## config.mk

```make
export PLATFORM = sky130hd
export DESIGN_NAME = rtc_spr
export DESIGN_NICKNAME = d
export VERILOG_FILES = /design/src/rtl/rtc_pkg.sv /design/src/rtl/rtc_spr.sv
export SDC_FILE = /design/constraint.sdc
export NUM_CORES = 1
export LEC_CHECK = 0
export ABC_AREA = 1
export BUFFER_PORTS_ARGS = -buffer_cell sky130_fd_sc_hd__buf_2
export CORE_ASPECT_RATIO = 0.9
export CORE_MARGIN = 4
export CORE_UTILIZATION = 51
export CTS_CLUSTER_DIAMETER = 120
export DETAILED_ROUTE_END_ITERATION = 8
export GPL_ROUTABILITY_DRIVEN = 0
export PLACE_DENSITY_LB_ADDON = 0.05
export SYNTH_ARGS = -nofsm -noshare
export SYNTH_HDL_FRONTEND = slang
export SYNTH_SLANG_ARGS = --single-unit
```

## constraint.sdc

```tcl
create_clock -name sys_clk_i -period 2.95 [get_ports sys_clk_i]
set_clock_uncertainty 0.1 [all_clocks]
set_input_delay 0.59 -clock sys_clk_i [delete_from_list [all_inputs] [get_ports sys_clk_i]]
set_output_delay 0.59 -clock sys_clk_i [all_outputs]
set_load 0.02 [all_outputs]
```

## src/rtl/rtc_pkg.sv

```systemverilog
// package: constants, types and register map of the seconds/nanoseconds clock and down counter
package rtc_pkg;
    localparam int          XLEN            = 32;
    localparam int          SPRN_W          = 10;
    localparam int          LOW_W           = 5;
    // move-from numbers
    localparam logic [9:0]  SPRN_MQ         = 10'h000;
    localparam logic [9:0]  SPRN_SEC_RD     = 10'h004;
    localparam logic [9:0]  SPRN_NSEC_RD    = 10'h005;
    localparam logic [9:0]  SPRN_DCNT_USER  = 10'h006;
    // move-to numbers, supervisor only
    localparam logic [9:0]  SPRN_SEC_WR     = 10'h014;
    localparam logic [9:0]  SPRN_NSEC_WR    = 10'h015;
    localparam logic [9:0]  SPRN_DCNT       = 10'h016;
    localparam logic [4:0]  LOW_MQ          = 5'h00;
    localparam logic [4:0]  LOW_DCNT_USER   = 5'h06;
    localparam logic [31:0] NSEC_LIMIT      = 32'h3b9a_c9ff; // 999_999_999
    localparam int          CLK_PERIOD_NS   = 20;
    localparam logic [31:0] NSEC_STEP       = 32'(CLK_PERIOD_NS);
    // avalon register map
    localparam logic [3:0]  ADDR_CMD        = 4'h0;
    localparam logic [3:0]  ADDR_WDATA      = 4'h1;
    localparam logic [3:0]  ADDR_RDATA      = 4'h2;
    localparam logic [3:0]  ADDR_RESULT     = 4'h3;
    localparam logic [3:0]  ADDR_IRQ_STAT   = 4'h4;
    localparam logic [3:0]  ADDR_IRQ_CLR    = 4'h5;
    localparam logic [3:0]  ADDR_IRQ_EN     = 4'h6;
    localparam logic [3:0]  ADDR_SECONDS    = 4'h7;
    localparam logic [3:0]  ADDR_NSEC       = 4'h8;
    localparam logic [3:0]  ADDR_DCOUNT     = 4'h9;
    localparam logic [31:0] UNMAPPED_DATA   = 32'hdead_beef;
    // cmd register: [9:0] number, [16] write, [17] supervisor; writing it executes the move
    localparam int          CMD_WR_BIT      = 16;
    localparam int          CMD_SUP_BIT     = 17;
    // irq bits: 0 seconds carry, 1 down counter underflow, 2 program exception
    localparam int          IRQ_W           = 3;
    localparam int          IRQ_CARRY       = 0;
    localparam int          IRQ_UNDER       = 1;
    localparam int          IRQ_PROG        = 2;
    // result register: [0] done ok, [1] program exception, [2] invalid form
    localparam int          RES_OK          = 0;
    localparam int          RES_PROG        = 1;
    localparam int          RES_INVALID     = 2;

    typedef struct packed {
        logic [3:0]  address;
        logic        read;
        logic        write;
        logic [31:0] writedata;
    } av_req_t;

    typedef struct packed {
        logic [31:0] readdata;
        logic        waitrequest;
    } av_rsp_t;

    typedef struct packed {
        logic [31:0]      seconds;
        logic [31:0]      nanoseconds;
        logic [31:0]      down_count;
        logic [31:0]      mq;
        logic [31:0]      wdata;
        logic [31:0]      rdata;
        logic [2:0]       result;
        logic [IRQ_W-1:0] irq_stat;
        logic [IRQ_W-1:0] irq_en;
        logic             irq;
        av_rsp_t          rsp;
    } rtc_state_t;
endpackage : rtc_pkg

```

## src/rtl/rtc_spr.sv

```systemverilog
// seconds/nanoseconds clock, nanosecond down counter and special-register move decode
// Notes on behaviour
// RULE_01: the clock is 64 bits, an upper seconds word and a lower nanoseconds word.
// RULE_02: seconds gain one whenever nanoseconds pass 999_999_999.
// RULE_03: on that carry nanoseconds restart from zero so they never exceed the limit.
// RULE_04: software reaches both clock words only through move-to and move-from operations by number; the bus also reads them at ADDR_SECONDS/ADDR_NSEC.
// RULE_05: the clock word numbers are accepted as valid numbers.
// RULE_06: the clock advances at least once within a short run of add-immediate instructions.
// RULE_07: low nanosecond bits may be left out, so the word steps coarser than one nanosecond.
// RULE_08: the down counter falls at the nanosecond rate of the clock.
// RULE_09: some down counter bits may be left unimplemented.
// RULE_10: the move number field decoded is 10 bits wide, the old form used 5.
// RULE_11: an undefined number is an invalid form, and in user mode supervisor numbers count as undefined.
// RULE_12: an undefined number changes no register and raises a program exception in user mode when bit 0 is set.
// RULE_13: a low field of 0 accesses the multiply-quotient register.
// RULE_14: a move-from with low field 6 reads the down counter, also from user mode.
// RULE_15: clock word writes need supervisor state; user mode may only read them.
`timescale 1ns/1ns
`default_nettype none
module rtc_spr #(
    parameter int NSEC_DROP_BITS = 0,  // unimplemented low nanosecond bits
    parameter int DCNT_BITS      = 32  // implemented down counter bits
) (
    input  wire logic            sys_clk_i,
    input  wire logic            resetn_i,
    input  wire logic            clk_en_i,
    input  wire rtc_pkg::av_req_t av_req_i,
    output var  rtc_pkg::av_rsp_t av_rsp_o,
    output logic                 irq_o
);
    import rtc_pkg::*;

    rtc_state_t q;
    rtc_state_t next_q;

    logic [31:0] nsec_sum;
    logic [31:0] dcnt_mask;
    logic [31:0] nsec_mask;
    logic [9:0]  num;
    logic        is_wr;
    logic        is_sup;
    logic        valid;
    logic        acc;
    logic [IRQ_W-1:0] ev;  // hardware events of this cycle

    assign dcnt_mask = (DCNT_BITS >= 32) ? 32'hffff_ffff : ((32'h1 << DCNT_BITS) - 32'h1); // [RULE_09]
    assign nsec_mask = ~((32'h1 << NSEC_DROP_BITS) - 32'h1);                             // [RULE_07]
    assign av_rsp_o  = q.rsp;
    assign irq_o     = q.irq;

    always_comb begin
        next_q = q;
        acc    = 1'b0;
        ev     = '0;
        num    = av_req_i.writedata[SPRN_W-1:0];
        is_wr  = av_req_i.writedata[CMD_WR_BIT];
        is_sup = av_req_i.writedata[CMD_SUP_BIT];
        valid  = 1'b0;

        // time keeping: one clock period of nanoseconds per cycle, well within any short instruction run
        nsec_sum = q.nanoseconds + NSEC_STEP;                                  // [RULE_06] [RULE_08]
        if (nsec_sum > NSEC_LIMIT) begin                                       // [RULE_01]
            next_q.seconds     = q.seconds + 32'h1;                            // [RULE_02]
            next_q.nanoseconds = 32'h0;                                        // [RULE_03]
            next_q.irq_stat[IRQ_CARRY] = 1'b1;
            ev[IRQ_CARRY] = 1'b1;
        end else begin
            next_q.nanoseconds = nsec_sum & nsec_mask;                         // [RULE_07]
        end
        if (q.down_count < NSEC_STEP) begin
            next_q.irq_stat[IRQ_UNDER] = 1'b1;
            ev[IRQ_UNDER] = 1'b1;
        end
        next_q.down_count = (q.down_count - NSEC_STEP) & dcnt_mask;            // [RULE_08] [RULE_09]

        // bus slave answers in the cycle after a request; waitrequest high otherwise
        next_q.rsp.waitrequest = 1'b1;
        if ((av_req_i.read || av_req_i.write) && q.rsp.waitrequest) begin
            acc = 1'b1;
            next_q.rsp.waitrequest = 1'b0;
        end

        if (acc && av_req_i.write) begin
            unique case (av_req_i.address)
                ADDR_CMD: begin
                    next_q.result = 3'h0;
                    if (is_wr) begin
                        // supervisor move-to numbers decode on the full 10-bit field, the MQ move-to on the low 5 bits in either mode
                        if (is_sup && num == SPRN_SEC_WR) begin                // [RULE_04] [RULE_05] [RULE_10] [RULE_15]
                            next_q.seconds = q.wdata;
                            valid = 1'b1;
                        end else if (is_sup && num == SPRN_NSEC_WR) begin      // [RULE_15]
                            next_q.nanoseconds = (q.wdata > NSEC_LIMIT) ? 32'h0 : (q.wdata & nsec_mask);
                            valid = 1'b1;
                        end else if (is_sup && num == SPRN_DCNT) begin
                            next_q.down_count = q.wdata & dcnt_mask;
                            valid = 1'b1;
                        end else if (num[LOW_W-1:0] == LOW_MQ) begin           // [RULE_13]
                            next_q.mq = q.wdata;
                            valid = 1'b1;
                        end
                    end else begin
                        if (num == SPRN_SEC_RD) begin                          // [RULE_04] [RULE_05]
                            next_q.rdata = q.seconds;
                            valid = 1'b1;
                        end else if (num == SPRN_NSEC_RD) begin
                            next_q.rdata = q.nanoseconds;
                            valid = 1'b1;
                        end else if (num[LOW_W-1:0] == LOW_DCNT_USER) begin    // [RULE_14]
                            next_q.rdata = q.down_count;
                            valid = 1'b1;
                        end else if (num[LOW_W-1:0] == LOW_MQ) begin           // [RULE_13]
                            next_q.rdata = q.mq;
                            valid = 1'b1;
                        end else if (is_sup && num == SPRN_DCNT) begin
                            next_q.rdata = q.down_count;
                            valid = 1'b1;
                        end
                    end
                    if (valid) begin
                        next_q.result[RES_OK] = 1'b1;
                    end else begin
                        // nothing architected changes; user mode with bit 0 set traps
                        next_q.result[RES_INVALID] = 1'b1;                     // [RULE_11] [RULE_12]
                        if (!is_sup && num[0]) begin                           // [RULE_12]
                            next_q.result[RES_PROG] = 1'b1;
                            next_q.irq_stat[IRQ_PROG] = 1'b1;
                        end
                    end
                end
                ADDR_WDATA: begin
                    next_q.wdata = av_req_i.writedata;
                end
                ADDR_IRQ_CLR: begin
                    // set wins: clear only bits that no event sets this cycle
                    next_q.irq_stat = (q.irq_stat & ~av_req_i.writedata[IRQ_W-1:0]) | ev;
                end
                ADDR_IRQ_EN: begin
                    next_q.irq_en = av_req_i.writedata[IRQ_W-1:0];
                end
                default: begin
                end
            endcase
        end

        if (acc && av_req_i.read) begin
            unique case (av_req_i.address)
                ADDR_CMD:      next_q.rsp.readdata = 32'h0;
                ADDR_WDATA:    next_q.rsp.readdata = q.wdata;
                ADDR_RDATA:    next_q.rsp.readdata = q.rdata;
                ADDR_RESULT:   next_q.rsp.readdata = {29'h0, q.result};
                ADDR_IRQ_STAT: next_q.rsp.readdata = {29'h0, q.irq_stat};
                ADDR_IRQ_CLR:  next_q.rsp.readdata = 32'h0;
                ADDR_IRQ_EN:   next_q.rsp.readdata = {29'h0, q.irq_en};
                ADDR_SECONDS:  next_q.rsp.readdata = q.seconds;
                ADDR_NSEC:     next_q.rsp.readdata = q.nanoseconds;
                ADDR_DCOUNT:   next_q.rsp.readdata = q.down_count;
                default:       next_q.rsp.readdata = UNMAPPED_DATA;
            endcase
        end

        next_q.irq = |(next_q.irq_stat & next_q.irq_en);
    end

    always_ff @(posedge sys_clk_i) begin
        if (!resetn_i) begin
            q <= '0;
            q.rsp.waitrequest <= 1'b1;
        end else if (clk_en_i) begin
            q <= next_q;
        end
    end
endmodule : rtc_spr
`default_nettype wire

```

==> run_results.csv, run 1 <==
group,metric,value,unit
cells_and_area,diodes,0,
timing,fmax,0.360,GHz
synth,yosysSeqAreaShare,33.6,%
power_and_ir_drop,p_leak,6.04,nW
place,dp_slack,0.0254,ns
timing,finalHoldViolCount,0,
worst_setup_path,r2r_start,"q[175]",
clock_tree,cts_hold_buf,0,
drt,drt_first_iter_violations,2263,
drt,via_per_inst,6.18,
timing,fin_crit_sh,94.3,%
floorplanning,die_h,165,um
power_and_ir_drop,cellPowerDensity,504,nW/um2
global_route,antenna_found_initial,0,
place,place_hpwl,39.7,mm
worst_setup_path,reg2reg_to,"q[212]",
timing,slew_headroom,38.8,%
timing,setup_viol,0,
drt,postRouteAntennaNets,0,
synth,synth_edf_count,0,
cells_and_area,layout_common_cells,"nand2_1 (371), dfxtp_1 (226), nor2_1 (224)",
floorplanning,start_util,51.8,%
global_route,grt_pass1_wl,82.5,mm
worst_setup_path,crit_end,"q[212]",
worst_setup_path,cp.required,3.26,ns
drt,first_pass_iters,8,
worst_setup_path,r2r_slack,0.17,ns
clock_tree,htree_num_levels,1,
cells_and_area,final_area,15900,um2
drt,drc_errors,0,
clock_tree,clock_latency,0.57,ns
timing,finalWorstSetupSlack,0.169,ns
synth,yosysWarnings,0,
clock_tree,cts_tree,"yes",
outcome,outcome,"finished, final reports clean",
worst_setup_path,end_kind,"register",
clock_tree,clkSinkCount,235,
drt,wire_per_inst,21.7,um
floorplanning,die_area,30200,um2
cells_and_area,fin_cells,2524,
place,portBuffers,74,
cells_and_area,fin_nets,2196,
worst_setup_path,cp.arrival,3.09,ns
place,dp_cells,2474,
synth,synthFlopType,"dfxtp_1",
floorplanning,row_count,57,
floorplanning,io_pins,75,
clock_tree,path_clk_slew,0.06,ns
timing,drv_slew,0,
power_and_ir_drop,ir_drop,451,uV
clock_tree,root_buffer,"clkbuf_16",
worst_setup_path,crit_type,"reg2reg",
floorplanning,die_w,183,um
timing,min_period,2.78,ns
worst_setup_path,start_kind,"register",
global_route,overflow,0,
worst_setup_path,reg2reg_depth,19,
worst_setup_path,crit_path_start,"q[175]",
timing,worstMarginPinSlew,0.918,ns
cells_and_area,final_common_cell,"nand2_1",
drt,vias,15600,
global_route,grt_util_all_layers,35.0,%
global_route,grt_pass1_vias,14100,
synth,syn_area_per_cell,6.62,um2
synth,async_reset_ff_share,0,%
synth,synth.distinct_cells,44,
drt,finalWirelength,54.6,mm
cells_and_area,syn_to_final_growth,13.3,%
cells_and_area,drive_gt1_share,13.0,%
cells_and_area,fillers,2650,
synth,syn_nets,2159,
synth,synth-seq-cells,235,
place,dpl_cell_area,14900,um2
worst_setup_path,worstPathMaxFanout,15,
run,drv_cap,0,
min_path,worstHoldPathType,"in2reg",
floorplanning,coreArea,27000,um2
cells_and_area,final_util,58.7,%
synth,synth_area,14000,um2
global_route,grt_max_degree,87,
clock_tree,clockBufferDepth,3,
clock_tree,cts_made_buffers,26,
power_and_ir_drop,finalPower,8.00,mW
synth,synthCells,2114,
## power breakdown
group / internal [mW] / switching, mW / leakage (nW) / total (mW)
sequential: 3.30 / 0.126 / 1.91 / 3.42
combinational: 0.417 / 0.798 / 3.71 / 1.21
clock: 1.96 / 1.41 / 0.425 / 3.37
total: 5.67 / 2.33 / 6.04 / 8.00
## synth_stat cells, types with 23 or more instances
library cell | instances | share of area (%)
a211oi_1 | 69 | 3.7
a21oi_1 | 220 | 7.9
a221oi_1 | 51 | 3.2
a31oi_1 | 25 | 1.1
buf_4 | 37 | 2.0
clkbuf_1 | 113 | 3.0
dfxtp_1 | 235 | 34
inv_1 | 191 | 5.1
nand2_1 | 372 | 10
nand3_1 | 125 | 4.5
nand4_1 | 23 | 1.0
nor2_1 | 228 | 6.1
nor3_1 | 27 | 0.97
o21ai_0 | 203 | 7.3
o22ai_1 | 24 | 1.1
xor2_1 | 29 | 1.8
## area by class of cell
type	count	area [um2]	area share (%)
repair buffers	177	1310	8.27
multi-input cells	1512	7780	49.0
flip-flops and latches	235	4720	29.7
well taps	354	443	2.79
clock buffers	34	711	4.48
clock inverters	13	156	0.986
inverters	199	751	4.73
## per-stage QoR
step / hold WS [ns] / TNS (ns)
after global routing: 0.236 / -0.00253
final: 0.200 / 0
after detailed placement: 0.356 / 0
after CTS: 0.199 / 0
after floorplan: 0.337 / 0
after global placement: 0.353 / 0
## flip-flops by register name, indices dropped and copies added, names as in the netlist
name and count:
q 201, irq_o 1, av_rsp_o 33
## logic make-up (layout without fill, tap and decap cells)
family / after synthesis / count (layout) / synth area share, %
XOR/XNOR: 31 / 31 / 1.94
AO/OA/AOI/OAI: 653 / 653 / 27.7
AND/OR/NAND/NOR: 823 / 824 / 25.3
flip-flops: 235 / 235 / 33.6
adder cells (fa/ha/maj): 4 / 4 / 0.357
buffers and inverters: 368 / 423 / 11.1
## how the worst min path moves through the flow
stage,start,end,slack (ns),cells after the start
2_1_floorplan,q[41],q[41],0.34,2
3_3_place_gp,av_rsp_o[5],av_rsp_o[5],0.35,2
3_5_place_dp,av_rsp_o[5],av_rsp_o[5],0.36,2
4_1_cts,av_req_i[22],q[97],0.20,3
5_1_grt,av_req_i[6],q[81],0.24,3
6_report,av_req_i[22],q[97],0.20,3
## worst max-delay path: stages, from the launching register on
cell and delay (ns):
dfxtp_1 0.41, inv_1 0.11, nand2_2 0.13, buf_4 0.16
nand2_4 0.11, nor2_4 0.18, nand2_1 0.07, nand2_1 0.07
nand2_1 0.10, nor2_4 0.14, nand2_2 0.07, nor2_4 0.14
nand3_4 0.13, nand3_4 0.20, buf_6 0.19, nand2_1 0.06
nand2_1 0.07, nand3_1 0.07, nand2_1 0.07, a21oi_1 0.06
## what timing repair did
action                     4_1_cts  5_1_grt
gates resized for setup          0       15
setup buffers                    0        2
setup endpoints to repair        0       62
## metal layers
metal / vias to the layer above / GRT usage, % / share of wire (%)
met5: - / 0 / 0
met4: 0 / 11.8 / 3.6
met3: 132 / 12.4 / 14
met2: 987 / 49.8 / 40
met1: 7148 / 49.1 / 41
li1: 7320 / - / -
Power figures use the tool's default switching activity.
==> inputs of run 2 (changes only) <==
--- a/config.mk
+++ b/config.mk
@@ -5,7 +5,6 @@
 export SDC_FILE = /design/constraint.sdc
 export NUM_CORES = 1
 export LEC_CHECK = 0
-export ABC_AREA = 1
 export BUFFER_PORTS_ARGS = -buffer_cell sky130_fd_sc_hd__buf_2
 export CORE_ASPECT_RATIO = 0.9
 export CORE_MARGIN = 4
==> run_results.csv, run 2 <==
group,metric,value,unit
outcome,outcome,"complete, but fails checks",
outcome,violations,"setup timing",
synth,yosysMostFrequentCell,"dfxtp_1",
clock_tree,cts_made_buffers,26,
timing,fmax,0.329,GHz
synth,netlist_top_cells_count,"dfxtp_1 (235), nand2_1 (227), nor2_1 (178)",
worst_setup_path,cpMaxStageDelayCell,"or4_4",
timing,rsz0062_at_grt,"true",
place,dpl_cell_area,15500,um2
timing,finalWorstSetupSlack,-0.0896,ns
timing,whs,0.175,ns
power_and_ir_drop,p_leak,6.43,nW
worst_setup_path,worst_path_largest_cell_delay,0.41,ns
synth,syn_nets,1865,
worst_setup_path,start_kind,"register",
global_route,grt_util_all_layers,33.8,%
place,place_hpwl,35.9,mm
place,portBuffers,74,
synth,synth_area,13700,um2
global_route,grt_pass1_vias,14000,
floorplanning,row_count,56,
drt,postRouteAntennaNets,0,
worst_setup_path,crit_chain,"nand4_4, nor4_4, buf_4, nand2_4, o311ai_4, nand3_2, a311oi_4, buf_4, o21ai_4, buf_12, or4_4, nand3_2",
synth,synth-seq-cells,235,
floorplanning,die_h,163,um
cells_and_area,seqCellArea,4720,um2
clock_tree,clock_latency,0.55,ns
timing,finalHoldViolCount,0,
timing,fin_crit_sh,103,%
synth,yosysWarnings,0,
cells_and_area,final_area,17400,um2
worst_setup_path,crit_type,"reg2reg",
drt,first_pass_iters,8,
clock_tree,root_buffer,"clkbuf_16",
timing,setup_viol,29,
drt,vias,15300,
timing,drv_slew,0,
global_route,grt_pass1_wl,80.6,mm
synth,synth.distinct_cells,85,
global_route,grt_max_degree,139,
cells_and_area,largest_register_ff_count,201,
clock_tree,clkSinkCount,235,
synth,synthTopCellsByArea,"dfxtp_1 (34%), nand2_1 (6.2%), a21oi_1 (5.9%), nor2_1 (4.9%), clkbuf_1 (4.2%)",
power_and_ir_drop,ir_drop,406,uV
synth,synthFlopType,"dfxtp_1",
synth,synthCells,1820,
drt,finalWirelength,53.0,mm
floorplanning,start_util,52.1,%
drt,drt_first_iter_violations,2138,
clock_tree,cts_tree,"yes",
synth,yosys.area.top_type,"dfxtp_1",
run,drv_cap,0,
cells_and_area,fin_nets,2014,
cells_and_area,layout_common_cells,"nand2_1 (225), buf_4 (225), dfxtp_1 (224)",
cells_and_area,top_register,"q",
synth,async_reset_ff_share,0,%
timing,worstMarginPinSlew,0.770,ns
synth,synth_top_cell_area_share,34.4,%
global_route,antenna_found_initial,0,
cells_and_area,diodes,0,
synth,yosysSeqAreaShare,34.4,%
cells_and_area,drive_gt1_share,25.4,%
synth,synth_edf_count,0,
cells_and_area,syn_to_final_growth,27.1,%
worst_setup_path,cp.arrival,3.43,ns
cells_and_area,multiInputGateArea,8620,um2
clock_tree,path_clk_slew,0.07,ns
drt,wire_per_inst,22.7,um
worst_setup_path,end_kind,"register",
floorplanning,die_w,181,um
floorplanning,die_area,29500,um2
floorplanning,io_pins,75,
cells_and_area,fillers,2206,
worst_setup_path,reg2reg_depth,12,
min_path,holdPathStages,3,
drt,drc_errors,0,
synth,syn_area_per_cell,7.51,um2
power_and_ir_drop,cellPowerDensity,478,nW/um2
min_path,worstHoldPathType,"in2reg",
timing,min_period,3.04,ns
global_route,overflow,0,
worst_setup_path,worstPathMaxFanout,6,
clock_tree,clockBufferDepth,3,
worst_setup_path,cp.required,3.34,ns
timing,slew_headroom,48.6,%
floorplanning,coreArea,26200,um2
clock_tree,htree_num_levels,1,
timing,setup-tns-final,-1.15,ns
drt,via_per_inst,6.53,
## run 2: cell count changes after synthesis, moves of 50 or more
cell	delta
a21oi_1	-59
a22oi_1	+67
inv_1	-177
nand2_1	-145
nand3_1	-53
nor2_1	-50
o21ai_0	-99
## run 2: area by class of cell
class | count | share of cell area [%]
multi-input cells | 1362 | 49.7
flip-flops and latches | 235 | 27.2
repair buffers | 328 | 14.9
clock buffers | 38 | 4.29
well taps | 348 | 2.51
clock inverters | 10 | 1.09
inverters | 16 | 0.360
## run 2: critical path, delay by kind of cell, from the launching register on
family	cells	cell delay, ns
buffers and inverters	3	0.53
and+or+nand+nor	6	1.19
DFF	1	0.36
AOI/OAI and AO/OA	3	0.78
## run 2: power by group
group	switching (mW)	internal [mW]	total [mW]	leakage, nW
clock	1.42	2.19	3.61	0.454
sequential	0.130	3.28	3.41	1.91
combinational	0.743	0.548	1.29	4.07
total	2.29	6.02	8.31	6.43
## run 2: cells by family (layout without fill, tap and decap cells)
logic type	after synthesis	in the layout	share of synthesized area, %
AO/OA/AOI/OAI	590	590	28.8
XOR/XNOR	16	16	1.03
adder cells (fa/ha/maj)	4	4	0.366
buffers and inverters	223	392	7.23
flip-flops	235	235	34.4
multiplexers	44	44	3.27
AND/OR/NAND/NOR	708	708	24.9
## run 2: worst paths after layout
check | startpoint | endpoint | slack [ns]
worst min-delay path | av_req_i[14] | q[89] | 0.18
worst max register to register | q[180] | q[196] | -0.09
worst min register to register | q[36] | q[36] | 0.38
worst max-delay path | q[180] | q[196] | -0.09
## run 2: stage by stage
| stage | setup WS (ns) | std cells | utilization, % | power (mW) |
|---|---|---|---|---|
| final | -0.0896 | 2337 | 66.3 | 8.31 |
| after global routing | -0.211 | 2337 | 66.3 | 8.56 |
| after CTS | -0.0642 | 2317 | 64.1 | 8.16 |
| after detailed placement | -0.298 | 2261 | 59.1 | 4.58 |
| after global placement | -0.237 | 2261 | 59.1 | 4.56 |
| after floorplan | 0.00372 | 1820 | - | 4.13 |
## run 2: metal layers
metal | part of all wire, % | track usage, % | up-vias
met5 | 0 | 0 | -
li1 | - | - | 6968
met4 | 2.8 | 9.69 | 0
met2 | 42 | 49.9 | 935
met3 | 12 | 6.57 | 118
met1 | 43 | 50.1 | 7240
## run 2: repair_timing
action                                 in CTS  in global routing
resized for setup                          67                 80
pin swaps                                  43                 41
setup buffers                               9                 21
hold buffers                                0                  0
setup endpoints to repair                  57                 69
gates cloned                                2                  2
endpoints found under the hold margin       0                  0
